`config.mk`:
```
export PLATFORM = sky130hd
export DESIGN_NAME = cr_console
export DESIGN_NICKNAME = d
export VERILOG_FILES = /design/src/hw/cr_pkg.sv /design/src/hw/cr_tone.sv /design/src/hw/cr_console.sv
export VERILOG_INCLUDE_DIRS = /design/src /design/src/hw
export SDC_FILE = /design/constraint.sdc
export NUM_CORES = 1
export LEC_CHECK = 0
export CELL_PAD_IN_SITES_DETAIL_PLACEMENT = 1
export CELL_PAD_IN_SITES_GLOBAL_PLACEMENT = 1
export CORE_ASPECT_RATIO = 0.8
export CORE_MARGIN = 1
export CORE_UTILIZATION = 50
export CTS_CLUSTER_SIZE = 28
export DETAILED_ROUTE_END_ITERATION = 8
export DONT_BUFFER_PORTS = 1
export GPL_ROUTABILITY_DRIVEN = 0
export PLACE_DENSITY_LB_ADDON = 0.1
export SYNTH_ARGS = -nofsm -noshare
export SYNTH_HDL_FRONTEND = slang
export SYNTH_SLANG_ARGS = --single-unit
```
`constraint.sdc`:
```
create_clock -name pclk -period 3.56 [get_ports pclk]
set_input_delay 0.534 -clock pclk [delete_from_list [all_inputs] [get_ports pclk]]
set_output_delay 0.534 -clock pclk [all_outputs]
set_load 0.02 [all_outputs]
```
`src/hw/cr_regs.svh`:
```
// Register map, field positions, reset values and timing constants.
// Assumes inclusion by the console control package and top module.
`ifndef CR_REGS_SVH
`define CR_REGS_SVH

// Register byte offsets
`define CR_OFF_CTRL     12'h000
`define CR_OFF_REMOTE   12'h004
`define CR_OFF_BTN      12'h008
`define CR_OFF_KNOB     12'h00C
`define CR_OFF_STATUS   12'h010

// Control register fields
`define CR_CTRL_AUX_LSB     0
`define CR_CTRL_MICSRC_BIT  2
`define CR_CTRL_MICOUT_BIT  3
`define CR_CTRL_FLOOR_LSB   4
`define CR_CTRL_STMODE_LSB  6
`define CR_CTRL_STROUTE_LSB 8
`define CR_CTRL_W           10
`define CR_CTRL_RST         10'h300

// Remote map: four bits per contact, button modes: two bits per function
`define CR_REM_FW       4
`define CR_REM_RST      16'h0000
`define CR_BTN_FW       2
`define CR_BTN_RST      14'h0000
`define CR_KNOB_RST     8'hFF
`define CR_TALLY_INPUT  1

// Status register fields
`define CR_ST_MAIN_BIT  0
`define CR_ST_TB_LSB    1
`define CR_ST_MUTE_LSB  7
`define CR_ST_REM_LSB   15
`define CR_ST_TALLY_BIT 19

// Level floors in dB of attenuation
`define CR_FLOOR_30_DB  6'h1E
`define CR_FLOOR_40_DB  6'h28

// Timing
`define CR_CLK_HZ       25000000
`define CR_MS_CYC       (`CR_CLK_HZ / 1000)
`define CR_FS_HZ        48000
`define CR_FS_CYC       (`CR_CLK_HZ / `CR_FS_HZ)
`define CR_DEB_MS       10
`define CR_HOLD_MS      500
`define CR_FLASH_MS     100
`define CR_FLASHES      5
`define CR_TALLY_HZ     20000
`define CR_MARK_HZ      18000
`define CR_STEP(hz)     ((hz) * 65536 / `CR_FS_HZ)

`endif

```
`src/hw/cr_pkg.sv`:
```
// Types shared by the console control logic.
// Assumes the register header is on the include path.
`include "cr_regs.svh"
package cr_pkg;
    typedef enum logic [1:0] {CR_AUX_OFF, CR_AUX_HOT_MIC, CR_AUX_TALLY, CR_AUX_MARK} cr_aux_e;
    typedef enum logic [1:0] {CR_ST_OFF, CR_ST_MAIN, CR_ST_TB, CR_ST_BOTH} cr_st_e;
    typedef enum logic [1:0] {CR_FL_30, CR_FL_40, CR_FL_MUTE, CR_FL_RSV} cr_floor_e;
    typedef enum logic [1:0] {CR_BM_MOMENT, CR_BM_LATCH, CR_BM_HYBRID, CR_BM_RSV} cr_btn_e;
    typedef logic [3:0] cr_rfn_t;
    localparam cr_rfn_t CR_RFN_OFF   = 4'h0;
    localparam cr_rfn_t CR_RFN_MAIN  = 4'h1;
    localparam cr_rfn_t CR_RFN_TB6   = 4'h7;
    localparam cr_rfn_t CR_RFN_TALLY = 4'h8;
endpackage

```
`src/hw/cr_tone.sv`:
```
// Sine tone source at -20 dBFS, one sample per sample strobe.
// Assumes a sample strobe at the rate the phase step was derived for.
module cr_tone
    import cr_pkg::*;
#(
    parameter logic [15:0] STEP = 16'h6AAB
) (
    // Clock and reset
    input  wire logic               pclk,
    input  wire logic               presetn,
    // Sample strobe and tone
    input  wire logic               en,
    output logic signed [15:0]      tone
);
    // Quarter wave, peak one tenth of 16-bit full scale
    localparam logic [15:0] QW [0:8] = '{16'h0000, 16'h027F, 16'h04E6, 16'h071C,
        16'h090D, 16'h0AA4, 16'h0BD3, 16'h0C8E, 16'h0CCD};

    logic [15:0] phase_q;
    wire  [2:0]  qi   = phase_q[13:11];
    wire  [3:0]  qix  = phase_q[11] | phase_q[12] | phase_q[13] ? 4'h8 - {1'b0, qi} : 4'h8;
    wire  [15:0] mag  = phase_q[14] ? QW[qix] : QW[{1'b0, qi}];

    // Phase accumulator and registered sample
    always_ff @(posedge pclk or negedge presetn) begin
        if (!presetn) begin
            phase_q <= 16'h0000;
            tone    <= 16'sh0000;
        end else if (en) begin
            phase_q <= phase_q + STEP;
            tone    <= phase_q[15] ? -$signed(mag) : $signed(mag);
        end
    end
endmodule

```
`src/hw/cr_console.sv`:
```
// Announcer console control: aux channel, mic pass-through, levels,
// sidetone, remote contacts and knob mute. APB slave, zero wait states.
// Assumes synchronous panel inputs and audio samples valid at all times.
//
// The register addresses and register access over APB were decided locally.
`include "cr_regs.svh"
// Summary of operation
// - Aux transmit selects off, hot mic, tally tone or mic plus marker tone.
// - Hot mic puts preamp audio on aux continuously; buttons cannot remove it.
// - Hot mic takes preamp audio from the analog mic input always.
// - Tally mode sends 20 kHz at -20 dBFS while main is active.
// - Marker mode sends selected mic plus 18 kHz tone while main active.
// - Switched mic output passes analog mic only while main is active.
// - Always-on mic output passes analog mic at all times.
// - Eight encoder levels stop at -30 or -40 dB, or fully mute.
// - Main sidetone mode feeds headphones while mic is on main.
// - Talkback sidetone mode enables sidetone while any talkback is active.
// - Combined sidetone mode enables on main or any talkback active.
// - Sidetone goes left, right or both, same for analog and network.
// - Four remote contacts, each mapped to a button function or nothing.
// - Remote mapped to main acts as a main press; off does nothing.
// - Remote mapped to talkback follows that button's configured mode.
// - Remote 2 adds a tally option; remotes 3 and 4 match remote 1.
// - Tally option drives remote 2 pin high while main is active.
// - Knob tap with silence on toggles its channel mute; knob shows purple while muted.
// - Knob tap with silence off keeps mute and flashes purple five times.
// - Main encoder 2 has its own independent knob silence setting.
// - Encoder lights are blue in normal operation and purple when muted.
module cr_console
    import cr_pkg::*;
#(
    parameter int AW       = 16,
    parameter int MS_CYC   = `CR_MS_CYC,
    parameter int FS_CYC   = `CR_FS_CYC,
    parameter int DEB_MS   = `CR_DEB_MS,
    parameter int HOLD_MS  = `CR_HOLD_MS,
    parameter int FLASH_MS = `CR_FLASH_MS
) (
    // APB
    input  wire logic               pclk,
    input  wire logic               presetn,
    input  wire logic               psel,
    input  wire logic               penable,
    input  wire logic               pwrite,
    input  wire logic [11:0]        paddr,
    input  wire logic [31:0]        pwdata,
    output logic      [31:0]        prdata,
    output logic                    pready,
    output logic                    pslverr,
    // Front panel
    input  wire logic               main_btn,
    input  wire logic [5:0]         tb_btn,
    input  wire logic [7:0]         knob_press,
    input  wire logic [7:0]         enc_cw,
    input  wire logic [7:0]         enc_ccw,
    // Remote contacts, remote 2 doubles as tally output
    input  wire logic [3:0]         remote_i,
    output logic      [3:0]         remote_o,
    output logic      [3:0]         remote_oe,
    // Audio
    input  wire logic signed [AW-1:0] mic_analog,
    input  wire logic signed [AW-1:0] mic_net,
    output logic signed [AW-1:0]    aux_tx,
    output logic signed [AW-1:0]    mic_out,
    output logic                    preamp_analog,
    output logic                    main_on,
    output logic      [5:0]         tb_on,
    output logic                    st_left,
    output logic                    st_right,
    // Encoder levels and lights
    output logic      [47:0]        enc_attn,
    output logic      [7:0]         enc_mute,
    output logic      [7:0]         knob_blue,
    output logic      [7:0]         knob_purple
);
    localparam int MSW = $clog2(MS_CYC + 1);
    localparam int FSW = $clog2(FS_CYC + 1);
    localparam int HW  = $clog2(HOLD_MS + 1);
    localparam int DW  = $clog2(DEB_MS + 1);
    localparam int FW  = $clog2(FLASH_MS + 1);

    // Parameter sanity
    if (AW < 16 || MS_CYC < 1 || FS_CYC < 1 || DEB_MS < 1 || HOLD_MS < 1 || FLASH_MS < 1) begin : g_bad
        $error("cr_console: unsupported parameter value");
    end

    // Millisecond and sample-rate enables
    logic [MSW-1:0] ms_cnt_q;
    logic [FSW-1:0] fs_cnt_q;
    logic           ms_tick_q;
    logic           fs_tick_q;
    always_ff @(posedge pclk or negedge presetn) begin
        if (!presetn) begin
            ms_cnt_q  <= '0;
            fs_cnt_q  <= '0;
            ms_tick_q <= 1'b0;
            fs_tick_q <= 1'b0;
        end else begin
            ms_tick_q <= ms_cnt_q == MSW'(MS_CYC - 1);
            fs_tick_q <= fs_cnt_q == FSW'(FS_CYC - 1);
            ms_cnt_q  <= ms_cnt_q == MSW'(MS_CYC - 1) ? '0 : ms_cnt_q + 1'b1;
            fs_cnt_q  <= fs_cnt_q == FSW'(FS_CYC - 1) ? '0 : fs_cnt_q + 1'b1;
        end
    end

    // Configuration registers
    logic [`CR_CTRL_W-1:0] ctrl_q;
    logic [15:0]           remote_q;
    logic [13:0]           btn_q;
    logic [7:0]            knob_en_q;

    // APB decode
    wire setup   = psel & ~penable;
    wire wr_en   = psel & penable & pwrite;
    wire hit_ctl = paddr == `CR_OFF_CTRL;
    wire hit_rem = paddr == `CR_OFF_REMOTE;
    wire hit_btn = paddr == `CR_OFF_BTN;
    wire hit_knb = paddr == `CR_OFF_KNOB;
    wire hit_sts = paddr == `CR_OFF_STATUS;
    wire hit_any = hit_ctl | hit_rem | hit_btn | hit_knb | hit_sts;

    // Field views
    wire cr_aux_e   aux_mode = cr_aux_e'(ctrl_q[`CR_CTRL_AUX_LSB +: 2]);
    wire            mic_net_sel = ctrl_q[`CR_CTRL_MICSRC_BIT];
    wire            mic_always  = ctrl_q[`CR_CTRL_MICOUT_BIT];
    wire cr_floor_e floor_mode  = cr_floor_e'(ctrl_q[`CR_CTRL_FLOOR_LSB +: 2]);
    wire cr_st_e    st_mode     = cr_st_e'(ctrl_q[`CR_CTRL_STMODE_LSB +: 2]);
    wire [1:0]      st_route    = ctrl_q[`CR_CTRL_STROUTE_LSB +: 2];
    wire [5:0]      floor_db    = floor_mode == CR_FL_30 ? `CR_FLOOR_30_DB : `CR_FLOOR_40_DB;
    wire            tally_sel   = remote_q[`CR_TALLY_INPUT*`CR_REM_FW +: `CR_REM_FW] == CR_RFN_TALLY;

    // Remote map write legalising: tally code only on remote 2
    wire [15:0] remote_wr;
    for (genvar i = 0; i < 4; i++) begin : g_rwr
        wire cr_rfn_t v = pwdata[i*`CR_REM_FW +: `CR_REM_FW];
        assign remote_wr[i*`CR_REM_FW +: `CR_REM_FW] = (v <= CR_RFN_TB6) ? v :
            (v == CR_RFN_TALLY && i == `CR_TALLY_INPUT) ? v : CR_RFN_OFF;
    end

    // Register writes
    always_ff @(posedge pclk or negedge presetn) begin
        if (!presetn) begin
            ctrl_q    <= `CR_CTRL_RST;
            remote_q  <= `CR_REM_RST;
            btn_q     <= `CR_BTN_RST;
            knob_en_q <= `CR_KNOB_RST;
        end else if (wr_en) begin
            if (hit_ctl) ctrl_q <= pwdata[`CR_CTRL_W-1:0];
            if (hit_rem) remote_q <= remote_wr;
            if (hit_btn) btn_q <= pwdata[13:0];
            if (hit_knb) knob_en_q <= pwdata[7:0];
        end
    end

    // Block state
    logic [6:0] act_q;
    logic [3:0] deb_q;
    logic [7:0] kmute_q;
    logic       tally_q;

    // Read mux, registered during the setup cycle
    wire [31:0] status = {12'h000, tally_q, deb_q, kmute_q, act_q};
    wire [31:0] rd_mux = hit_ctl ? {{(32-`CR_CTRL_W){1'b0}}, ctrl_q} :
                         hit_rem ? {16'h0000, remote_q} :
                         hit_btn ? {18'h00000, btn_q} :
                         hit_knb ? {24'h000000, knob_en_q} :
                         hit_sts ? status : 32'h00000000;
    always_ff @(posedge pclk or negedge presetn) begin
        if (!presetn) begin
            prdata  <= 32'h00000000;
            pslverr <= 1'b0;
            pready  <= 1'b0;
        end else begin
            pready <= 1'b1;
            if (setup) begin
                prdata  <= pwrite ? 32'h00000000 : rd_mux;
                pslverr <= ~hit_any | (pwrite & hit_sts);
            end
        end
    end

    // Remote contacts: two-flop sync, debounce, closure is low
    for (genvar i = 0; i < 4; i++) begin : g_rem
        logic          s1_q;
        logic          s2_q;
        logic [DW-1:0] dcnt_q;
        always_ff @(posedge pclk or negedge presetn) begin
            if (!presetn) begin
                s1_q     <= 1'b1;
                s2_q     <= 1'b1;
                dcnt_q   <= '0;
                deb_q[i] <= 1'b0;
            end else begin
                s1_q <= remote_i[i];
                s2_q <= s1_q;
                if (~s2_q == deb_q[i]) dcnt_q <= '0;
                else if (ms_tick_q) dcnt_q <= dcnt_q + 1'b1;
                if (~s2_q != deb_q[i] && ms_tick_q && dcnt_q == DW'(DEB_MS - 1))
                    deb_q[i] <= ~s2_q;
            end
        end
    end

    // Remote to function matching: index 0 main, 1..6 talkback
    wire [27:0] rhit;
    wire [6:0]  press;
    for (genvar f = 0; f < 7; f++) begin : g_map
        for (genvar i = 0; i < 4; i++) begin : g_in
            assign rhit[f*4+i] = deb_q[i] & (remote_q[i*`CR_REM_FW +: `CR_REM_FW] == cr_rfn_t'(f + 1));
        end
        assign press[f] = (f == 0 ? main_btn : tb_btn[(f == 0) ? 0 : f-1]) | (|rhit[f*4 +: 4]);
    end

    // Button functions: momentary, latching or hybrid
    for (genvar f = 0; f < 7; f++) begin : g_btn
        logic          prs_q;
        logic [HW-1:0] held_q;
        wire cr_btn_e  md   = cr_btn_e'(btn_q[f*`CR_BTN_FW +: `CR_BTN_FW]);
        wire           rise = press[f] & ~prs_q;
        wire           fall = ~press[f] & prs_q;
        wire           lng  = held_q == HW'(HOLD_MS);
        always_ff @(posedge pclk or negedge presetn) begin
            if (!presetn) begin
                prs_q    <= 1'b0;
                held_q   <= '0;
                act_q[f] <= 1'b0;
            end else begin
                prs_q <= press[f];
                if (rise) held_q <= '0;
                else if (press[f] && ms_tick_q && !lng) held_q <= held_q + 1'b1;
                if (rise) act_q[f] <= (md == CR_BM_MOMENT) ? 1'b1 : ~act_q[f];
                else if (fall && (md == CR_BM_MOMENT || (md == CR_BM_HYBRID && lng)))
                    act_q[f] <= 1'b0;
            end
        end
    end

    // Knob silence, flash acknowledge and level steps per encoder
    for (genvar k = 0; k < 8; k++) begin : g_knob
        logic          kp_q;
        logic [3:0]    fleft_q;
        logic [FW-1:0] fms_q;
        logic [5:0]    attn_q;
        logic          lmute_q;
        wire           tap = knob_press[k] & ~kp_q;
        always_ff @(posedge pclk or negedge presetn) begin
            if (!presetn) begin
                kp_q       <= 1'b0;
                kmute_q[k] <= 1'b0;
                fleft_q    <= 4'h0;
                fms_q      <= '0;
                knob_purple[k] <= 1'b0;
                knob_blue[k]   <= 1'b1;
            end else begin
                kp_q <= knob_press[k];
                if (tap && knob_en_q[k]) kmute_q[k] <= ~kmute_q[k];
                if (tap && !knob_en_q[k]) begin
                    fleft_q <= 4'(2 * `CR_FLASHES);
                    fms_q   <= '0;
                end else if (fleft_q != 4'h0 && ms_tick_q) begin
                    fms_q   <= fms_q == FW'(FLASH_MS - 1) ? '0 : fms_q + 1'b1;
                    if (fms_q == FW'(FLASH_MS - 1)) fleft_q <= fleft_q - 4'h1;
                end
                knob_purple[k] <= kmute_q[k] | lmute_q | fleft_q[0];
                knob_blue[k]   <= ~(kmute_q[k] | lmute_q | fleft_q[0]);
            end
        end
        // Level: one dB a step, floor stop or full mute past the floor
        always_ff @(posedge pclk or negedge presetn) begin
            if (!presetn) begin
                attn_q  <= 6'h00;
                lmute_q <= 1'b0;
            end else if (enc_cw[k]) begin
                if (lmute_q) lmute_q <= 1'b0;
                else if (attn_q != 6'h00) attn_q <= attn_q - 6'h01;
            end else if (enc_ccw[k]) begin
                if (attn_q < floor_db) attn_q <= attn_q + 6'h01;
                else if (floor_mode == CR_FL_MUTE) lmute_q <= 1'b1;
                else attn_q <= floor_db;
            end
        end
        assign enc_attn[k*6 +: 6] = attn_q;
        always_ff @(posedge pclk or negedge presetn) begin
            if (!presetn) enc_mute[k] <= 1'b0;
            else enc_mute[k] <= lmute_q | kmute_q[k];
        end
    end

    // Tone sources
    logic signed [15:0] tone_tally;
    logic signed [15:0] tone_mark;
    cr_tone #(.STEP(16'(`CR_STEP(`CR_TALLY_HZ)))) u_tally (
        .pclk    (pclk),
        .presetn (presetn),
        .en      (fs_tick_q),
        .tone    (tone_tally)
    );
    cr_tone #(.STEP(16'(`CR_STEP(`CR_MARK_HZ)))) u_mark (
        .pclk    (pclk),
        .presetn (presetn),
        .en      (fs_tick_q),
        .tone    (tone_mark)
    );

    // Audio selection and saturating mix
    wire signed [AW-1:0] t_tally = AW'(tone_tally) <<< (AW - 16);
    wire signed [AW-1:0] t_mark  = AW'(tone_mark) <<< (AW - 16);
    wire signed [AW-1:0] mic_sel = mic_net_sel ? mic_net : mic_analog;
    wire signed [AW:0]   mix     = {mic_sel[AW-1], mic_sel} + {t_mark[AW-1], t_mark};
    wire signed [AW-1:0] mix_sat = (mix[AW] == mix[AW-1]) ? mix[AW-1:0] :
                                   {mix[AW], {(AW-1){~mix[AW]}}};
    wire                 main_a  = act_q[0];
    wire signed [AW-1:0] aux_d   = aux_mode == CR_AUX_HOT_MIC ? mic_analog :
                                   aux_mode == CR_AUX_TALLY ? (main_a ? t_tally : '0) :
                                   aux_mode == CR_AUX_MARK ? (main_a ? mix_sat : '0) : '0;
    wire signed [AW-1:0] mic_o_d = (mic_always | main_a) ? mic_analog : '0;
    wire                 st_en   = (st_mode == CR_ST_MAIN && main_a) ||
                                   (st_mode == CR_ST_TB && |act_q[6:1]) ||
                                   (st_mode == CR_ST_BOTH && (main_a || |act_q[6:1]));

    // Audio at the sample rate
    always_ff @(posedge pclk or negedge presetn) begin
        if (!presetn) begin
            aux_tx  <= '0;
            mic_out <= '0;
        end else if (fs_tick_q) begin
            aux_tx  <= aux_d;
            mic_out <= mic_o_d;
        end
    end

    // Routing, status and tally pin
    always_ff @(posedge pclk or negedge presetn) begin
        if (!presetn) begin
            preamp_analog <= 1'b1;
            main_on       <= 1'b0;
            tb_on         <= 6'h00;
            st_left       <= 1'b0;
            st_right      <= 1'b0;
            tally_q       <= 1'b0;
            remote_o      <= 4'h0;
            remote_oe     <= 4'h0;
        end else begin
            preamp_analog <= ~mic_net_sel | (aux_mode == CR_AUX_HOT_MIC);
            main_on       <= main_a;
            tb_on         <= act_q[6:1];
            st_left       <= st_en & st_route[0];
            st_right      <= st_en & st_route[1];
            tally_q       <= tally_sel & main_a;
            remote_o      <= {2'b00, tally_sel & main_a, 1'b0};
            remote_oe     <= {2'b00, tally_sel, 1'b0};
        end
    end
endmodule

```
==> metrics.cfg <==
[status]
status = finished with violations
violations = hold timing

[die]
die_w_um = 258
die_area_um2 = 53500
die_h_um = 207
io_pins = 272
initial_core_util_pct = 51.1
rows = 74
coreArea_um2 = 51500

[placement]
placed_area_um2 = 27000
portBuffers = 0
hpwl_mm = 52.8

[power]
swShare_pct = 33.3
seq_power_share_pct = 47.5
clockPowerShare_pct = 35.9
switching_power_mw = 4.86
power_density_nw_per_um2 = 506
cellLeakagePower_nw = 12.8
peakVddDrop_uv = 472
power_frac_comb_pct = 16.6
p_int_mw = 9.72

[global_route]
grt.total_usage_pct = 28.0
grt_pass1_vias = 22500
antenna_found_initial = 4
grt_first_pass_wirelength_mm = 123
grt_max_degree = 473
grt.overflow.total = 0

[routing]
drtAntennaViolNets = 0
drtIter0Drc = 1349
num_vias = 21300
drc = 0
totalWireLength_mm = 74.5
vias_per_cell = 5.99
dr.pass1.iters = 5
routedWlPerCell_um = 20.9

[synthesis]
synth_seq_cells = 472
yosys-top-cells-area = dfrtp_1 (42%), ha_1 (5.9%), nand2_1 (4.2%), o21ai_0 (4.0%), nor2_1 (3.6%)
synth_largest_area_cell = dfrtp_1
synthCells = 2817
ys_types = 101
async_reset_ff_share_pct = 100
post-synth-top-area-fraction_pct = 42.4
synth-edff-count = 0
avgSynthCellArea_um2 = 9.33
syn-cell-area_um2 = 26300
yosysWarningCount = 0
ys_seq_area_share_pct = 45.1
synthFlopType = dfrtp_1

[setup_path]
cpPeakStageDelay_ns = 0.48
cp_data_required_time_ns = 4.03
reg2reg_to = aux_tx[3]$_DFFE_PN0P_
arrival_ns = 3.84
end_kind = register
setup.worst_path.end = aux_tx[3]$_DFFE_PN0P_
r2r_setup_slack_ns = 0.20
worstSetupStartpointType = register
worst_setup_path_startpoint = ctrl_q[2]$_DFFE_PN0P_
cpMaxStageDelayCell = dfrtp_1
r2r-start = ctrl_q[2]$_DFFE_PN0P_
critPathMaxFanout = 4
path_class = register to register
path_cells = mux2_2 > ha_1 > fa_1 > a211oi_2 > o21ai_1 > a21oi_2 > o2111ai_2 > and3_1 > a21boi_1 > buf_4 > a31oi_1
r2r.worst_path.cells = 11

[sta]
finalHoldViolCount = 445
post-route-period-util_pct = 94.5
skew_ns = 0.0150
max_freq_mhz = 297
tightest_slew_ns = 1.36
slew-limit-headroom_pct = 9.46
drv_slew = 0
hold_slack_ns = -0.366
setup_viol = 0
tns_ns = 0
rsz0062_at_grt = false
fin_crit_ns = 3.36

[clock_network]
numCtsBuffers = 51
numClockSinks = 472
h-tree-depth = 2
cts_tree = done
clkTransAtPathRegs_ns = 0.07
clk_path_buf_depth = 3
cts_hold_repair.buffers = 20
postCtsSetupBuffers = 0
clkLatencyLatePin_ns = 0.61
root_buffer = clkbuf_16

[cells_and_area]
nFillCells = 5839
final_core_util_pct = 56.0
areaGrowthSynthToFinish_pct = 9.62
stdcell_area_um2 = 28800
final_common_cell = dfrtp_1
mostFrequentLayoutCells = dfrtp_1 (443), nand2_1 (297), nor2_1 (249)
nNetsFinal = 3071
drive_gt1_share_pct = 9.99

[run]
cap_violations = 0

[min_path]
hold_class = primary input to asynchronous set/reset pin

==> sequential cells by signal, summed over array words and instances (netlist names), 10 cells and up <==
| name | cells |
|---|---|
| prdata | 20 |
| g_knob.fms_q | 56 |
| g_rem.dcnt_q | 16 |
| u_tally.tone | 16 |
| u_tally.phase_q | 15 |
| ms_cnt_q | 15 |
| g_knob.attn_q | 48 |
| fs_cnt_q | 10 |
| mic_out | 16 |
| aux_tx | 16 |
| remote_q | 16 |
| g_btn.held_q | 63 |
| ctrl_q | 10 |
| btn_q | 14 |
| g_knob.fleft_q | 32 |
==> routing by layer <==
layer	up-vias	track usage [%]	wire length, µm
met4	0	7.39	1610
met2	415	45.7	35400
li1	9969	-	-
met5	-	0	0
met1	10800	38.8	33900
met3	115	4.44	3660
==> metrics by stage <==
| step | hold slack (ns) | setup WS [ns] | power, mW | cells |
|---|---|---|---|---|
| finish | -0.366 | 0.196 | 14.6 | 3560 |
| global route | -0.394 | 0.0295 | 15.3 | 3559 |
| CTS | -0.390 | 0.111 | 14.7 | 3557 |
| detailed placement | 0.257 | 0.156 | 9.39 | 3442 |
| global placement | 0.255 | 0.298 | 9.21 | 3442 |
| floorplan | 0.238 | 0.328 | 8.64 | 2834 |
==> repair_timing <==
item	in CTS	in global routing
setup endpoints to repair	0	17
hold endpoints to repair	492	460
gates resized for setup	0	5
==> cell usage after synthesis (16+ instances only) <==
master	number
a21o_1	26
a21oi_1	140
a22oi_1	27
a31oi_1	35
and2_1	18
and3_1	40
buf_2	29
buf_4	24
clkbuf_1	62
dfrtp_1	445
dfstp_2	27
ha_1	123
inv_1	153
mux2_2	69
nand2_1	297
nand2b_1	49
nand3_1	101
nand3b_1	19
nand4_1	29
nor2_1	249
nor2b_1	32
nor3_1	67
nor3b_1	16
o21ai_0	211
o22ai_1	28
o31ai_1	46
or3_1	42
xnor2_1	74
xor2_1	75
==> kinds of logic (layout without fill, tap and decap cells) <==
family	count (synthesis)	after routing	synth area share, %
simple gates	1041	1041	19.7
buf+inv	275	314	4.50
mux	85	85	3.58
other cells	2	22	0.0286
fa+ha+maj	124	124	5.93
xor+xnor	149	149	4.96
compound gates	669	669	16.2
flops	472	472	45.1
==> power by group through the flow <==
stage	registers [mW]	clock network (mW)	logic, mW
finish	6.93	5.23	2.42
global route	7.01	5.55	2.76
CTS	6.93	5.34	2.41
global placement	7.00	0	2.21
floorplan	6.59	0	2.05
detailed placement	7.03	0	2.37
==> worst max-delay path: cells and delay by family, from the launching register on <==
| family | cells | cell delay (ns) |
|---|---|---|
| compound gates | 6 | 1.26 |
| fa+ha+maj | 2 | 0.67 |
| buf+inv | 1 | 0.20 |
| flops | 1 | 0.48 |
| mux | 1 | 0.38 |
| simple gates | 1 | 0.25 |
==> cell type report <==
class                   instances  area (µm²)  area share, %
multi-input cells            2087       13300           46.3
flip-flops and latches        472       11800           41.1
clock buffers                  70        1420           4.92
well taps                     684         856           2.97
inverters                     154         579           2.01
repair buffers                 65         563           1.95
clock inverters                25         208          0.721
diodes                          3        7.51         0.0261
==> how the worst min path moves through the flow <==
stage                       start                               end  slack, ns  cells after the start
after floorplan           presetn              act_q[1]$_DFFE_PN0P_       0.24                      0
after global placement    presetn    g_knob[7].fms_q[5]$_DFFE_PN0P_       0.25                      0
after detailed placement  presetn    g_knob[7].fms_q[3]$_DFFE_PN0P_       0.26                      0
after CTS                 presetn  g_knob[4].fleft_q[0]$_DFFE_PN0P_      -0.39                      0
after global routing      presetn          knob_purple[5]$_DFF_PN0_      -0.39                      0
final                     presetn    g_knob[7].fms_q[5]$_DFFE_PN0P_      -0.37                      0
Power figures use the tool's default switching activity.
